### src/rtl/ldp_pkg.sv
package ldp_pkg;
    localparam int  CLK_HZ        = 40000000;
    localparam int  N_CH          = 4;
    localparam int  CNT_W         = 8;
    localparam int  BAR_W         = 8;
    // Display codes on the message field
    localparam logic [3:0] DISP_BLANK          = 4'h0;
    localparam logic [3:0] DISP_SERIES_SYNCH   = 4'h1;
    localparam logic [3:0] DISP_PARALLEL_SYNCH = 4'h2;
    localparam logic [3:0] DISP_SYNCH_FAILURE  = 4'h3;
    localparam logic [3:0] DISP_LOOP_FAIL_LOW  = 4'h4;
    localparam logic [3:0] DISP_HIGH_FAULT     = 4'h5;
    localparam logic [3:0] DISP_FAIL_COUNT     = 4'h6;
    localparam logic [3:0] DISP_COUNTDOWN      = 4'h7;
    localparam logic [3:0] DISP_COPY_IN        = 4'h8;
    localparam logic [3:0] DISP_COPY_OUT       = 4'h9;
    localparam logic [3:0] DISP_OPTION         = 4'ha;
    localparam logic [3:0] DISP_COPY_WORD      = 4'hb;
    // Synch option values
    localparam logic [1:0] SYNCH_SERIES   = 2'h1;
    localparam logic [1:0] SYNCH_PARALLEL = 2'h2;
    // Function-sequence screens
    localparam logic [3:0] N_OPTION_SCREENS = 4'h7;
    // Blink rates in Hz and timing constants, with derived half periods in ms
    localparam int  DELAY_HZ       = 2;
    localparam int  EXT_HZ         = 5;
    localparam int  FAIL_HZ        = 3;
    localparam int  MS_CYC         = CLK_HZ / 1000;
    localparam int  RESTORE_S      = 5;
    localparam int  DIAG_MIN       = 15;
    localparam int  ALT_MS         = 500;
    localparam int  DELAY_HALF_MS  = 1000 / (2 * DELAY_HZ);
    localparam int  EXT_HALF_MS    = 1000 / (2 * EXT_HZ);
    localparam int  FAIL_HALF_MS   = 1000 / (2 * FAIL_HZ);
    localparam int  RESTORE_MS     = RESTORE_S * 1000;
    localparam int  DIAG_MS        = DIAG_MIN * 60 * 1000;
    // Indicator colours
    localparam logic [1:0] LED_OFF   = 2'h0;
    localparam logic [1:0] LED_GREEN = 2'h1;
    localparam logic [1:0] LED_RED   = 2'h2;
endpackage

### src/rtl/ldp_tick_if.sv
`timescale 1ns/10ps
interface ldp_tick_if;
    logic ms_tick;
    logic ph_delay;
    logic ph_ext;
    logic ph_fail;
    logic ph_alt;
    modport src (output ms_tick, output ph_delay, output ph_ext, output ph_fail, output ph_alt);
    modport dst (input ms_tick, input ph_delay, input ph_ext, input ph_fail, input ph_alt);
endinterface

### src/rtl/ldp_panel.sv
`timescale 1ns/10ps
module ldp_panel (
    input  wire logic                     mclk,
    input  wire logic                     arst_n,
    input  wire logic                     prim_level,
    input  wire logic                     prim_delay_run,
    input  wire logic                     prim_ext_run,
    input  wire logic                     prim_check_fail,
    input  wire logic                     aux_level,
    input  wire logic                     aux_check_fail,
    input  wire logic [1:0]               synch_option,
    input  wire logic                     sample_done,
    input  wire logic [ldp_pkg::N_CH-1:0] loop_low_fault,
    input  wire logic [ldp_pkg::N_CH-1:0] loop_high_fault,
    input  wire logic [ldp_pkg::N_CH-1:0] loop_call,
    input  wire logic [ldp_pkg::N_CH-1:0] channel_button_reset,
    input  wire logic [4*ldp_pkg::N_CH-1:0] bar_level,
    input  wire logic [3:0]               sens_level,
    input  wire logic                     param_mismatch,
    input  wire logic                     function_button,
    input  wire logic                     channel_button,
    input  wire logic                     up_button,
    input  wire logic                     down_button,
    output logic                          prim_out,
    output logic [1:0]                    prim_led,
    output logic [1:0]                    aux_led,
    output logic [ldp_pkg::N_CH-1:0]      channel_button_call,
    output logic [ldp_pkg::N_CH-1:0]      channel_button_led,
    output logic [3:0]                    disp_code,
    output logic [ldp_pkg::CNT_W-1:0]     disp_value,
    output logic [1:0]                    disp_channel_button,
    output logic [ldp_pkg::BAR_W-1:0]     bargraph,
    output logic                          disp_test,
    output logic                          factory_restore,
    output logic                          diag_active,
    output logic [ldp_pkg::N_CH-1:0]      audible_en,
    output logic                          copy_inward,
    output logic                          copy_outward
);
    ldp_tick_if tk ();

    ldp_blink u_blink (
        .mclk   (mclk),
        .arst_n (arst_n),
        .tk     (tk)
    );

    typedef enum logic [1:0] {ST_NORMAL, ST_RESTORE, ST_COPY_IN, ST_COPY_OUT} ldp_mode_t;

    typedef struct packed {
        ldp_mode_t                         mode;
        logic [3:0]                        btn_q;
        logic [ldp_pkg::N_CH-1:0]          fail_q;
        logic [ldp_pkg::N_CH-1:0]          latch;
        logic                              synch_fail;
        logic [1:0]                        sel;
        logic [3:0]                        screen;
        logic [12:0]                       hold_ms;
        logic [19:0]                       diag_ms;
        logic                              diag;
        logic                              prim_out;
        logic [1:0]                        prim_led;
        logic [1:0]                        aux_led;
        logic [ldp_pkg::N_CH-1:0]          call;
        logic [ldp_pkg::N_CH-1:0]          led;
        logic [3:0]                        code;
        logic [ldp_pkg::CNT_W-1:0]         value;
        logic [ldp_pkg::BAR_W-1:0]         bar;
        logic                              test;
        logic                              restore;
        logic [ldp_pkg::N_CH-1:0]          aud;
        logic                              cin;
        logic                              cout;
    } ldp_state_t;
    ldp_state_t s, next_s;

    logic [3:0]                    btn;
    logic [3:0]                    press;
    logic [ldp_pkg::N_CH-1:0]      fail_now;
    logic [ldp_pkg::N_CH-1:0]      fail_rise;
    logic [ldp_pkg::N_CH-1:0]      cnt_clr;
    logic [ldp_pkg::CNT_W-1:0]     cnt_rd;
    logic [2:0]                    nbtn;
    logic                          on_count;

    function automatic logic [ldp_pkg::BAR_W-1:0] bar_fill(input logic [3:0] lvl,
                                                           input logic [3:0] sens);
        logic [4:0] n;
        n = 5'h00;
        bar_fill = '0;
        if (lvl != 4'h0 && lvl <= sens) begin
            n = {1'b0, sens} - {1'b0, lvl} + 5'h01;
            for (int k = 0; k < ldp_pkg::BAR_W; k++)
                bar_fill[k] = (5'(k) < n);
        end
    endfunction

    assign btn       = {function_button, channel_button, up_button, down_button};
    assign press     = btn & ~s.btn_q;
    assign nbtn      = 3'(btn[0]) + 3'(btn[1]) + 3'(btn[2]) + 3'(btn[3]);
    assign fail_now  = loop_low_fault | loop_high_fault;
    assign fail_rise = fail_now & ~s.fail_q;
    assign on_count  = (s.screen == ldp_pkg::N_OPTION_SCREENS + 4'h1);
    assign cnt_clr   = channel_button_reset | (((press[1] | press[0]) && on_count
                       && s.mode == ST_NORMAL && nbtn == 3'h1) ? (4'h1 << s.sel) : 4'h0);

    ldp_fail_mem u_mem (
        .mclk      (mclk),
        .arst_n    (arst_n),
        .fail_rise (fail_rise),
        .clr       (cnt_clr),
        .rd_ch     (s.sel),
        .rd_data   (cnt_rd)
    );

    always_comb begin
        next_s = s;
        next_s.btn_q   = btn;
        next_s.fail_q  = fail_now;
        next_s.restore = 1'b0;
        next_s.cin     = 1'b0;
        next_s.cout    = 1'b0;

        // Primary and auxiliary indicators
        next_s.prim_out = prim_level && !prim_delay_run && !prim_ext_run;
        if (prim_check_fail)
            next_s.prim_led = ldp_pkg::LED_RED;
        else if (prim_delay_run)
            next_s.prim_led = tk.ph_delay ? ldp_pkg::LED_GREEN : ldp_pkg::LED_OFF;
        else if (prim_ext_run)
            next_s.prim_led = tk.ph_ext ? ldp_pkg::LED_GREEN : ldp_pkg::LED_OFF;
        else
            next_s.prim_led = prim_level ? ldp_pkg::LED_GREEN : ldp_pkg::LED_OFF;
        next_s.aux_led = aux_check_fail ? ldp_pkg::LED_RED :
                         (aux_level ? ldp_pkg::LED_GREEN : ldp_pkg::LED_OFF);

        // Loop failure handling per channel
        for (int i = 0; i < ldp_pkg::N_CH; i++) begin
            if (fail_rise[i])
                next_s.latch[i] = 1'b1;
            else if (channel_button_reset[i])
                next_s.latch[i] = 1'b0;
            next_s.call[i] = fail_now[i] | loop_call[i];
            next_s.led[i]  = s.latch[i] ? tk.ph_fail : loop_call[i];
        end

        // Synch failure evaluated once per sampling pass
        if (sample_done)
            next_s.synch_fail = |fail_now;

        // Diagnostic timer
        if (s.diag_ms != 20'h0 && tk.ms_tick)
            next_s.diag_ms = s.diag_ms - 20'h1;

        case (s.mode)
            ST_NORMAL: begin
                if (param_mismatch) begin
                    next_s.mode = ST_COPY_IN;
                end else if (nbtn == 3'h4) begin
                    next_s.mode    = ST_RESTORE;
                    next_s.hold_ms = 13'(ldp_pkg::RESTORE_MS);
                end else if (nbtn == 3'h1) begin
                    if (press[2]) begin
                        next_s.sel    = s.sel + 2'h1;
                        next_s.screen = 4'h0;
                    end
                    if (press[3])
                        next_s.screen = on_count ? 4'h0 : s.screen + 4'h1;
                    if ((press[1] | press[0]) && s.screen == 4'h0) begin
                        next_s.diag_ms = 20'(ldp_pkg::DIAG_MS);
                        next_s.aud     = 4'h1 << s.sel;
                    end
                end
            end
            ST_RESTORE: begin
                if (nbtn != 3'h4) begin
                    next_s.mode = ST_NORMAL;
                end else if (tk.ms_tick) begin
                    if (s.hold_ms == 13'h1) begin
                        next_s.mode    = ST_NORMAL;
                        next_s.restore = 1'b1;
                        next_s.diag_ms = 20'h0;
                        next_s.screen  = 4'h0;
                    end else begin
                        next_s.hold_ms = s.hold_ms - 13'h1;
                    end
                end
            end
            ST_COPY_IN: begin
                if (press[3]) begin
                    next_s.mode = ST_NORMAL;
                    next_s.cin  = 1'b1;
                end else if (press[1] | press[0]) begin
                    next_s.mode = ST_COPY_OUT;
                end
            end
            ST_COPY_OUT: begin
                if (press[3]) begin
                    next_s.mode = ST_NORMAL;
                    next_s.cout = 1'b1;
                end
            end
            default: next_s.mode = ST_NORMAL;
        endcase

        if (next_s.diag_ms == 20'h0)
            next_s.aud = 4'h0;
        next_s.diag = (next_s.diag_ms != 20'h0);

        // Display selection
        next_s.test  = (nbtn == 3'h2 || nbtn == 3'h3);
        next_s.value = '0;
        next_s.bar   = bar_fill(bar_level[s.sel*4 +: 4], sens_level);
        if (s.mode == ST_COPY_IN)
            next_s.code = tk.ph_alt ? ldp_pkg::DISP_COPY_WORD : ldp_pkg::DISP_COPY_IN;
        else if (s.mode == ST_COPY_OUT)
            next_s.code = tk.ph_alt ? ldp_pkg::DISP_COPY_WORD : ldp_pkg::DISP_COPY_OUT;
        else if (s.mode == ST_RESTORE) begin
            next_s.code  = ldp_pkg::DISP_COUNTDOWN;
            next_s.value = 8'((s.hold_ms + 13'd999) / 13'd1000);
        end else if (on_count) begin
            next_s.code  = ldp_pkg::DISP_FAIL_COUNT;
            next_s.value = cnt_rd;
        end else if (s.screen != 4'h0)
            next_s.code = ldp_pkg::DISP_OPTION;
        else if (loop_low_fault[s.sel])
            next_s.code = ldp_pkg::DISP_LOOP_FAIL_LOW;
        else if (loop_high_fault[s.sel])
            next_s.code = ldp_pkg::DISP_HIGH_FAULT;
        else if (s.synch_fail && (synch_option == ldp_pkg::SYNCH_SERIES
                 || synch_option == ldp_pkg::SYNCH_PARALLEL))
            next_s.code = ldp_pkg::DISP_SYNCH_FAILURE;
        else if (synch_option == ldp_pkg::SYNCH_SERIES)
            next_s.code = ldp_pkg::DISP_SERIES_SYNCH;
        else if (synch_option == ldp_pkg::SYNCH_PARALLEL)
            next_s.code = ldp_pkg::DISP_PARALLEL_SYNCH;
        else
            next_s.code = ldp_pkg::DISP_BLANK;
    end

    always_ff @(posedge mclk or negedge arst_n) begin
        if (!arst_n) s <= '0;
        else s <= next_s;
    end

    assign prim_out        = s.prim_out;
    assign prim_led        = s.prim_led;
    assign aux_led         = s.aux_led;
    assign channel_button_call       = s.call;
    assign channel_button_led        = s.led;
    assign disp_code       = s.code;
    assign disp_value      = s.value;
    assign disp_channel_button       = s.sel;
    assign bargraph        = s.bar;
    assign disp_test       = s.test;
    assign factory_restore = s.restore;
    assign diag_active     = s.diag;
    assign audible_en      = s.aud;
    assign copy_inward     = s.cin;
    assign copy_outward    = s.cout;

    property p_prim_red;
        @(posedge mclk) disable iff (!arst_n) prim_check_fail |=> prim_led == ldp_pkg::LED_RED;
    endproperty
    a_prim_red: assert property (p_prim_red) else $error("primary red missing");
    property p_delay_low;
        @(posedge mclk) disable iff (!arst_n) prim_delay_run |=> !prim_out;
    endproperty
    a_delay_low: assert property (p_delay_low) else $error("output high in delay");
    property p_aux;
        @(posedge mclk) disable iff (!arst_n)
            (!aux_check_fail && aux_level) |=> aux_led == ldp_pkg::LED_GREEN;
    endproperty
    a_aux: assert property (p_aux) else $error("aux led not green");
    property p_call;
        @(posedge mclk) disable iff (!arst_n) |fail_now |=> |channel_button_call;
    endproperty
    a_call: assert property (p_call) else $error("no fail-safe call");
    property p_latch;
        @(posedge mclk) disable iff (!arst_n)
            (fail_rise[0] && !channel_button_reset[0]) |=> s.latch[0];
    endproperty
    a_latch: assert property (p_latch) else $error("fail latch lost");
    property p_test;
        @(posedge mclk) disable iff (!arst_n) (nbtn == 3'h2) |=> disp_test;
    endproperty
    a_test: assert property (p_test) else $error("display test missing");
    property p_abort;
        @(posedge mclk) disable iff (!arst_n)
            (s.mode == ST_RESTORE && nbtn != 3'h4) |=> !factory_restore && s.mode == ST_NORMAL;
    endproperty
    a_abort: assert property (p_abort) else $error("restore not aborted");
    property p_copy_in;
        @(posedge mclk) disable iff (!arst_n)
            (s.mode == ST_COPY_IN && press[3]) |=> copy_inward && !copy_outward;
    endproperty
    a_copy_in: assert property (p_copy_in) else $error("copy inward missing");
    property p_sync_series;
        @(posedge mclk) disable iff (!arst_n)
            (s.mode == ST_NORMAL && s.screen == 4'h0 && fail_now == 4'h0 && !s.synch_fail
             && synch_option == ldp_pkg::SYNCH_SERIES && !param_mismatch && nbtn == 3'h0)
            |=> disp_code == ldp_pkg::DISP_SERIES_SYNCH;
    endproperty
    a_sync_series: assert property (p_sync_series) else $error("series code missing");

    c_restore: cover property (@(posedge mclk) disable iff (!arst_n) factory_restore);
    c_copy_out: cover property (@(posedge mclk) disable iff (!arst_n) copy_outward);
    c_fail: cover property (@(posedge mclk) disable iff (!arst_n) |fail_rise);
endmodule

### src/rtl/ldp_blink.sv
`timescale 1ns/10ps
module ldp_blink (
    input  wire logic mclk,
    input  wire logic arst_n,
    ldp_tick_if.src   tk
);
    typedef struct packed {
        logic [15:0] pre;
        logic        ms;
        logic [9:0]  cd;
        logic [9:0]  ce;
        logic [9:0]  cf;
        logic [9:0]  ca;
        logic        pd;
        logic        pe;
        logic        pf;
        logic        pa;
    } ldp_blink_t;
    ldp_blink_t s, next_s;

    function automatic logic [9:0] step(input logic [9:0] c, input int half);
        step = (c >= 10'(half - 1)) ? 10'h000 : c + 10'h001;
    endfunction

    always_comb begin
        next_s = s;
        next_s.ms = (s.pre == 16'(ldp_pkg::MS_CYC - 1));
        next_s.pre = next_s.ms ? 16'h0000 : s.pre + 16'h0001;
        if (s.ms) begin
            next_s.cd = step(s.cd, ldp_pkg::DELAY_HALF_MS);
            next_s.ce = step(s.ce, ldp_pkg::EXT_HALF_MS);
            next_s.cf = step(s.cf, ldp_pkg::FAIL_HALF_MS);
            next_s.ca = step(s.ca, ldp_pkg::ALT_MS);
            if (next_s.cd == 10'h000) next_s.pd = ~s.pd;
            if (next_s.ce == 10'h000) next_s.pe = ~s.pe;
            if (next_s.cf == 10'h000) next_s.pf = ~s.pf;
            if (next_s.ca == 10'h000) next_s.pa = ~s.pa;
        end
    end

    always_ff @(posedge mclk or negedge arst_n) begin
        if (!arst_n) s <= '0;
        else s <= next_s;
    end

    assign tk.ms_tick  = s.ms;
    assign tk.ph_delay = s.pd;
    assign tk.ph_ext   = s.pe;
    assign tk.ph_fail  = s.pf;
    assign tk.ph_alt   = s.pa;
endmodule

### src/rtl/ldp_fail_mem.sv
`timescale 1ns/10ps
module ldp_fail_mem (
    input  wire logic                      mclk,
    input  wire logic                      arst_n,
    input  wire logic [ldp_pkg::N_CH-1:0]  fail_rise,
    input  wire logic [ldp_pkg::N_CH-1:0]  clr,
    input  wire logic [1:0]                rd_ch,
    output logic [ldp_pkg::CNT_W-1:0]      rd_data
);
    typedef struct packed {
        logic [ldp_pkg::N_CH-1:0][ldp_pkg::CNT_W-1:0] cnt;
        logic [ldp_pkg::CNT_W-1:0]                    rd;
    } ldp_mem_t;
    ldp_mem_t s, next_s;

    always_comb begin
        next_s = s;
        for (int i = 0; i < ldp_pkg::N_CH; i++) begin
            if (fail_rise[i] && s.cnt[i] != '1)
                next_s.cnt[i] = s.cnt[i] + 8'h01;
            else if (clr[i])
                next_s.cnt[i] = '0;
        end
        next_s.rd = s.cnt[rd_ch];
    end

    always_ff @(posedge mclk or negedge arst_n) begin
        if (!arst_n) s <= '0;
        else s <= next_s;
    end

    assign rd_data = s.rd;
endmodule

### config.mk
export PLATFORM = sky130hd
export DESIGN_NAME = ldp_panel
export DESIGN_NICKNAME = d
export VERILOG_FILES = /design/src/rtl/ldp_pkg.sv /design/src/rtl/ldp_tick_if.sv /design/src/rtl/ldp_panel.sv /design/src/rtl/ldp_blink.sv /design/src/rtl/ldp_fail_mem.sv
export SDC_FILE = /design/constraint.sdc
export NUM_CORES = 1
export LEC_CHECK = 0
export BUFFER_PORTS_ARGS = -buffer_cell sky130_fd_sc_hd__clkbuf_2
export CAP_MARGIN = 5
export CORE_ASPECT_RATIO = 1.1
export CORE_UTILIZATION = 40
export CTS_CLUSTER_DIAMETER = 60
export DETAILED_ROUTE_END_ITERATION = 8
export MAX_ROUTING_LAYER = met4
export PLACE_DENSITY = 0.68
export SLEW_MARGIN = 15
export SYNTH_ARGS = -nofsm -noshare
export SYNTH_HDL_FRONTEND = slang
export SYNTH_SLANG_ARGS = --single-unit
export TNS_END_PERCENT = 30
### constraint.sdc
create_clock -name mclk -period 3.3 [get_ports mclk]
set_input_delay 0.33 -clock mclk [delete_from_list [all_inputs] [get_ports mclk]]
set_output_delay 0.33 -clock mclk [all_outputs]
set_load 0.02 [all_outputs]
==> run summary <==
==================================================================================
Final Max Tran Viols ................................................            0
Num rows ............................................................           63
Power Dens Cells ....................................................   584 nW/µm²
Worst path slowest cell .............................................       o41a_1
Final setup viols ...................................................            0
Crit path launch ....................................................        s[63]
Count of mapped cells out of synthesis ..............................         1200
Global-route usage over all layers ..................................        19.4%
Final cycle utilization of the critical path ........................        95.8%
Buffer and inverter count on the worst path .........................            1
Largest net degree at the start of global routing ...................           91
Routed vias/inst ....................................................         5.53
Number of fillers in the final layout ...............................         2624
Total vias in the final route .......................................         9082
Origin of the critical flop-to-flop path ............................        s[63]
Chip Height .........................................................       178 µm
Max_slew headroom ...................................................        41.5%
Total standard cell area after synthesis ............................    11200 µm²
Result of the run ................................................... complete, no violations
Setup repair after global routing missed its margin .................          yes
Hold WS .............................................................    0.0384 ns
Classification of the worst-slack hold path ......................... input pin to register
Final instance area .................................................    12600 µm²
Remaining number of nets flagged by the antenna check after routing .            0
Async SR Flop Fraction ..............................................         100%
Final Util ..........................................................        46.4%
Clock tree from TritonCTS ...........................................        built
Initial cell density of the core ....................................        41.1%
Prevailing post-synth register cell .................................      dfrtp_1
Crit path max fanout ................................................            6
Total negative setup slack ..........................................         0 ns
Final Hold Fails ....................................................            0
Die Footprint .......................................................    28700 µm²
# IOs ...............................................................           96
Fraction of layout instances using a drive strength above 1 .........        17.4%
Achievable frequency ................................................      316 MHz
Actual transition at the worst max-transition pin ...................     0.873 ns
Total instance count after detailed placement .......................         1606
Syn. warnings .......................................................            0
Post-synth top area cell ............................................      dfrtp_1
Total gr overflow ...................................................            0
Clock root buffer ...................................................    clkbuf_16
Largest vdd supply drop .............................................       296 µV
Count of max-cap constraint violations ..............................            0
Sequential share of the synthesized area ............................        44.0%
Total design power ..................................................      7.39 mW
R2R Setup Slk .......................................................      0.14 ns
Post-synthesis register bit count ...................................          197
Critical setup path kind ............................................ register to register
Post-Syn Nets .......................................................         1292
Series of cell instances along the critical path .................... inv_1, ha_1, nand2b_1, a211oi_4, o211a_2, or2b_4, o221a_4, o41a_1, mux2i_1, a21o_1
End of the worst register-to-register path .......................... disp_value[0]
Clock Tree Buf Depth ................................................            2
Count of non-filler cells in the finished layout ....................         1641
DR iter-0 viols .....................................................          583
Horizontal extent of the die ........................................       162 µm
Number of I/O port buffers ..........................................           95
Maximum clock skew at final layout ..................................    0.0124 ns
Total leakage power .................................................      5.49 nW
Worst setup path endpoint ........................................... disp_value[0]
Number of synthesized flops with an enable pin ......................            0
Syn avg cell area ...................................................     9.34 µm²
Clock period minus final worst setup slack ..........................      3.16 ns
Netlist cell types ..................................................           78
Residual DRC count ..................................................            0
Setup crit start kind ...............................................     register
Setup ws final ......................................................     0.139 ns
Dominant cell by count in the synthesized netlist ...................      dfrtp_1
Number of optimization iterations in the first detailed-route pass ..            5
Final net count .....................................................         1363
Placed standard-cell area ...........................................    12000 µm²
Largest stage delay, worst path .....................................      0.45 ns
Family of cells with the greatest summed delay on the critical path . compound AO/OA/AOI/OAI gates
Clock H-tree levels .................................................            4
Number of antenna violations at the first check in global routing ...            0
Fraction of post-synthesis cell area in the top cell type by area ...        44.0%
Vias in the first global route ......................................         8624
Setup Buffers After CTS .............................................            0
Estimated wirelength of the detail-placed design ....................     19200 µm
Worst path depth ....................................................           10
Number of buffers created by CTS ....................................           17
Signal arrival time at the worst endpoint ...........................      3.49 ns
Clock sink total ....................................................          197
Largest cells by area after synthesis ............................... dfrtp_1 (44%), o21ai_0 (5.8%), ha_1 (4.2%)
Area of the placeable core ..........................................    27300 µm²
Most numerous cell types in the synthesized netlist ................. dfrtp_1 (197), o21ai_0 (129), nor2_1 (109)
Diodes inserted .....................................................            0
Clock transition at the registers of the reported paths .............      0.08 ns
Wire length of the first global-routing pass ........................     43100 µm
Worst setup slack before clock tree synthesis .......................   -0.0939 ns
Worst setup EP type .................................................     register
WL/cell .............................................................      15.8 µm
Placer's final routability congestion estimate ......................        0.911
Reg2Reg Depth .......................................................           10
Endpoint required time on the critical path .........................      3.63 ns
Total routed wirelength .............................................     26000 µm
Area delta synth->final .............................................        12.9%
Source-to-sink clock delay at the later pin of the worst-skew pair ..      0.44 ns
==================================================================================
## cell usage in the layout, fill, tap and decap left out, types with 38 or more instances in the layout
cell      count
inv_1        40
o21ai_0     129
nand2_1     108
nor2_1      109
a21oi_1      38
dfrtp_1     196
buf_4        40
ha_1         38
nand3_1      53
clkbuf_2     94
## layer usage
metal / routed length (µm) / track usage, %
met3: 1120 / 2.94
met4: 539 / 6.76
met5: 0 / -
met2: 12600 / 31.5
met1: 11800 / 24.8
## registers in the layout, indices dropped and copies added (netlist names), 2 cells and up
signal,count
u_mem.rd_data,8
channel_button_led,4
s,52
aux_led,2
bargraph,8
u_mem.s,32
channel_button_call,4
audible_en,4
prim_led,2
disp_code,4
disp_channel_button,2
disp_value,8
u_blink.s,56
## power breakdown
part	switching [mW]	internal (mW)
Clock	0.983	1.16
Combinational	1.40	0.962
Sequential	0.220	2.66
## area by class of cell
| class | count | area, µm² | share of cell area [%] |
|---|---|---|---|
| inverter | 41 | 154 | 1.22 |
| timing repair buffer | 140 | 855 | 6.76 |
| sequential | 197 | 4930 | 39.0 |
| clock buffer | 19 | 443 | 3.50 |
| clock inverter | 13 | 168 | 1.33 |
| multi-input combinational | 874 | 5650 | 44.7 |
| tap | 357 | 447 | 3.53 |
## logic make-up after synthesis
kind of cell             share of synthesized area, %
AO/OA/AOI/OAI                                    16.8
XOR/XNOR                                         3.99
adder cells (fa/ha/maj)                          4.69
buffers and inverters                            5.80
flip-flops                                       44.0
multiplexers                                     3.91
AND/OR/NAND/NOR                                  20.8
## worst min-delay path by stage
stage              startpoint            end  slack (ns)  cells past startpoint
2_1_floorplan          arst_n  audible_en[0]        0.03                      0
3_3_place_gp           arst_n  u_blink.s[36]        0.42                      1
3_5_place_dp           arst_n  u_blink.s[36]        0.43                      1
4_1_cts           down_button          s[90]        0.01                      1
5_1_grt        channel_button          s[92]        0.02                      1
6_report          down_button          s[90]        0.04                      1
## repair_timing
action,4_1_cts,5_1_grt
hold buffers,3,0
gates resized for setup,0,6
endpoints found under the setup margin,0,5
hold endpoints to repair,89,0
No activity file was read; power rests on OpenSTA's default activity.
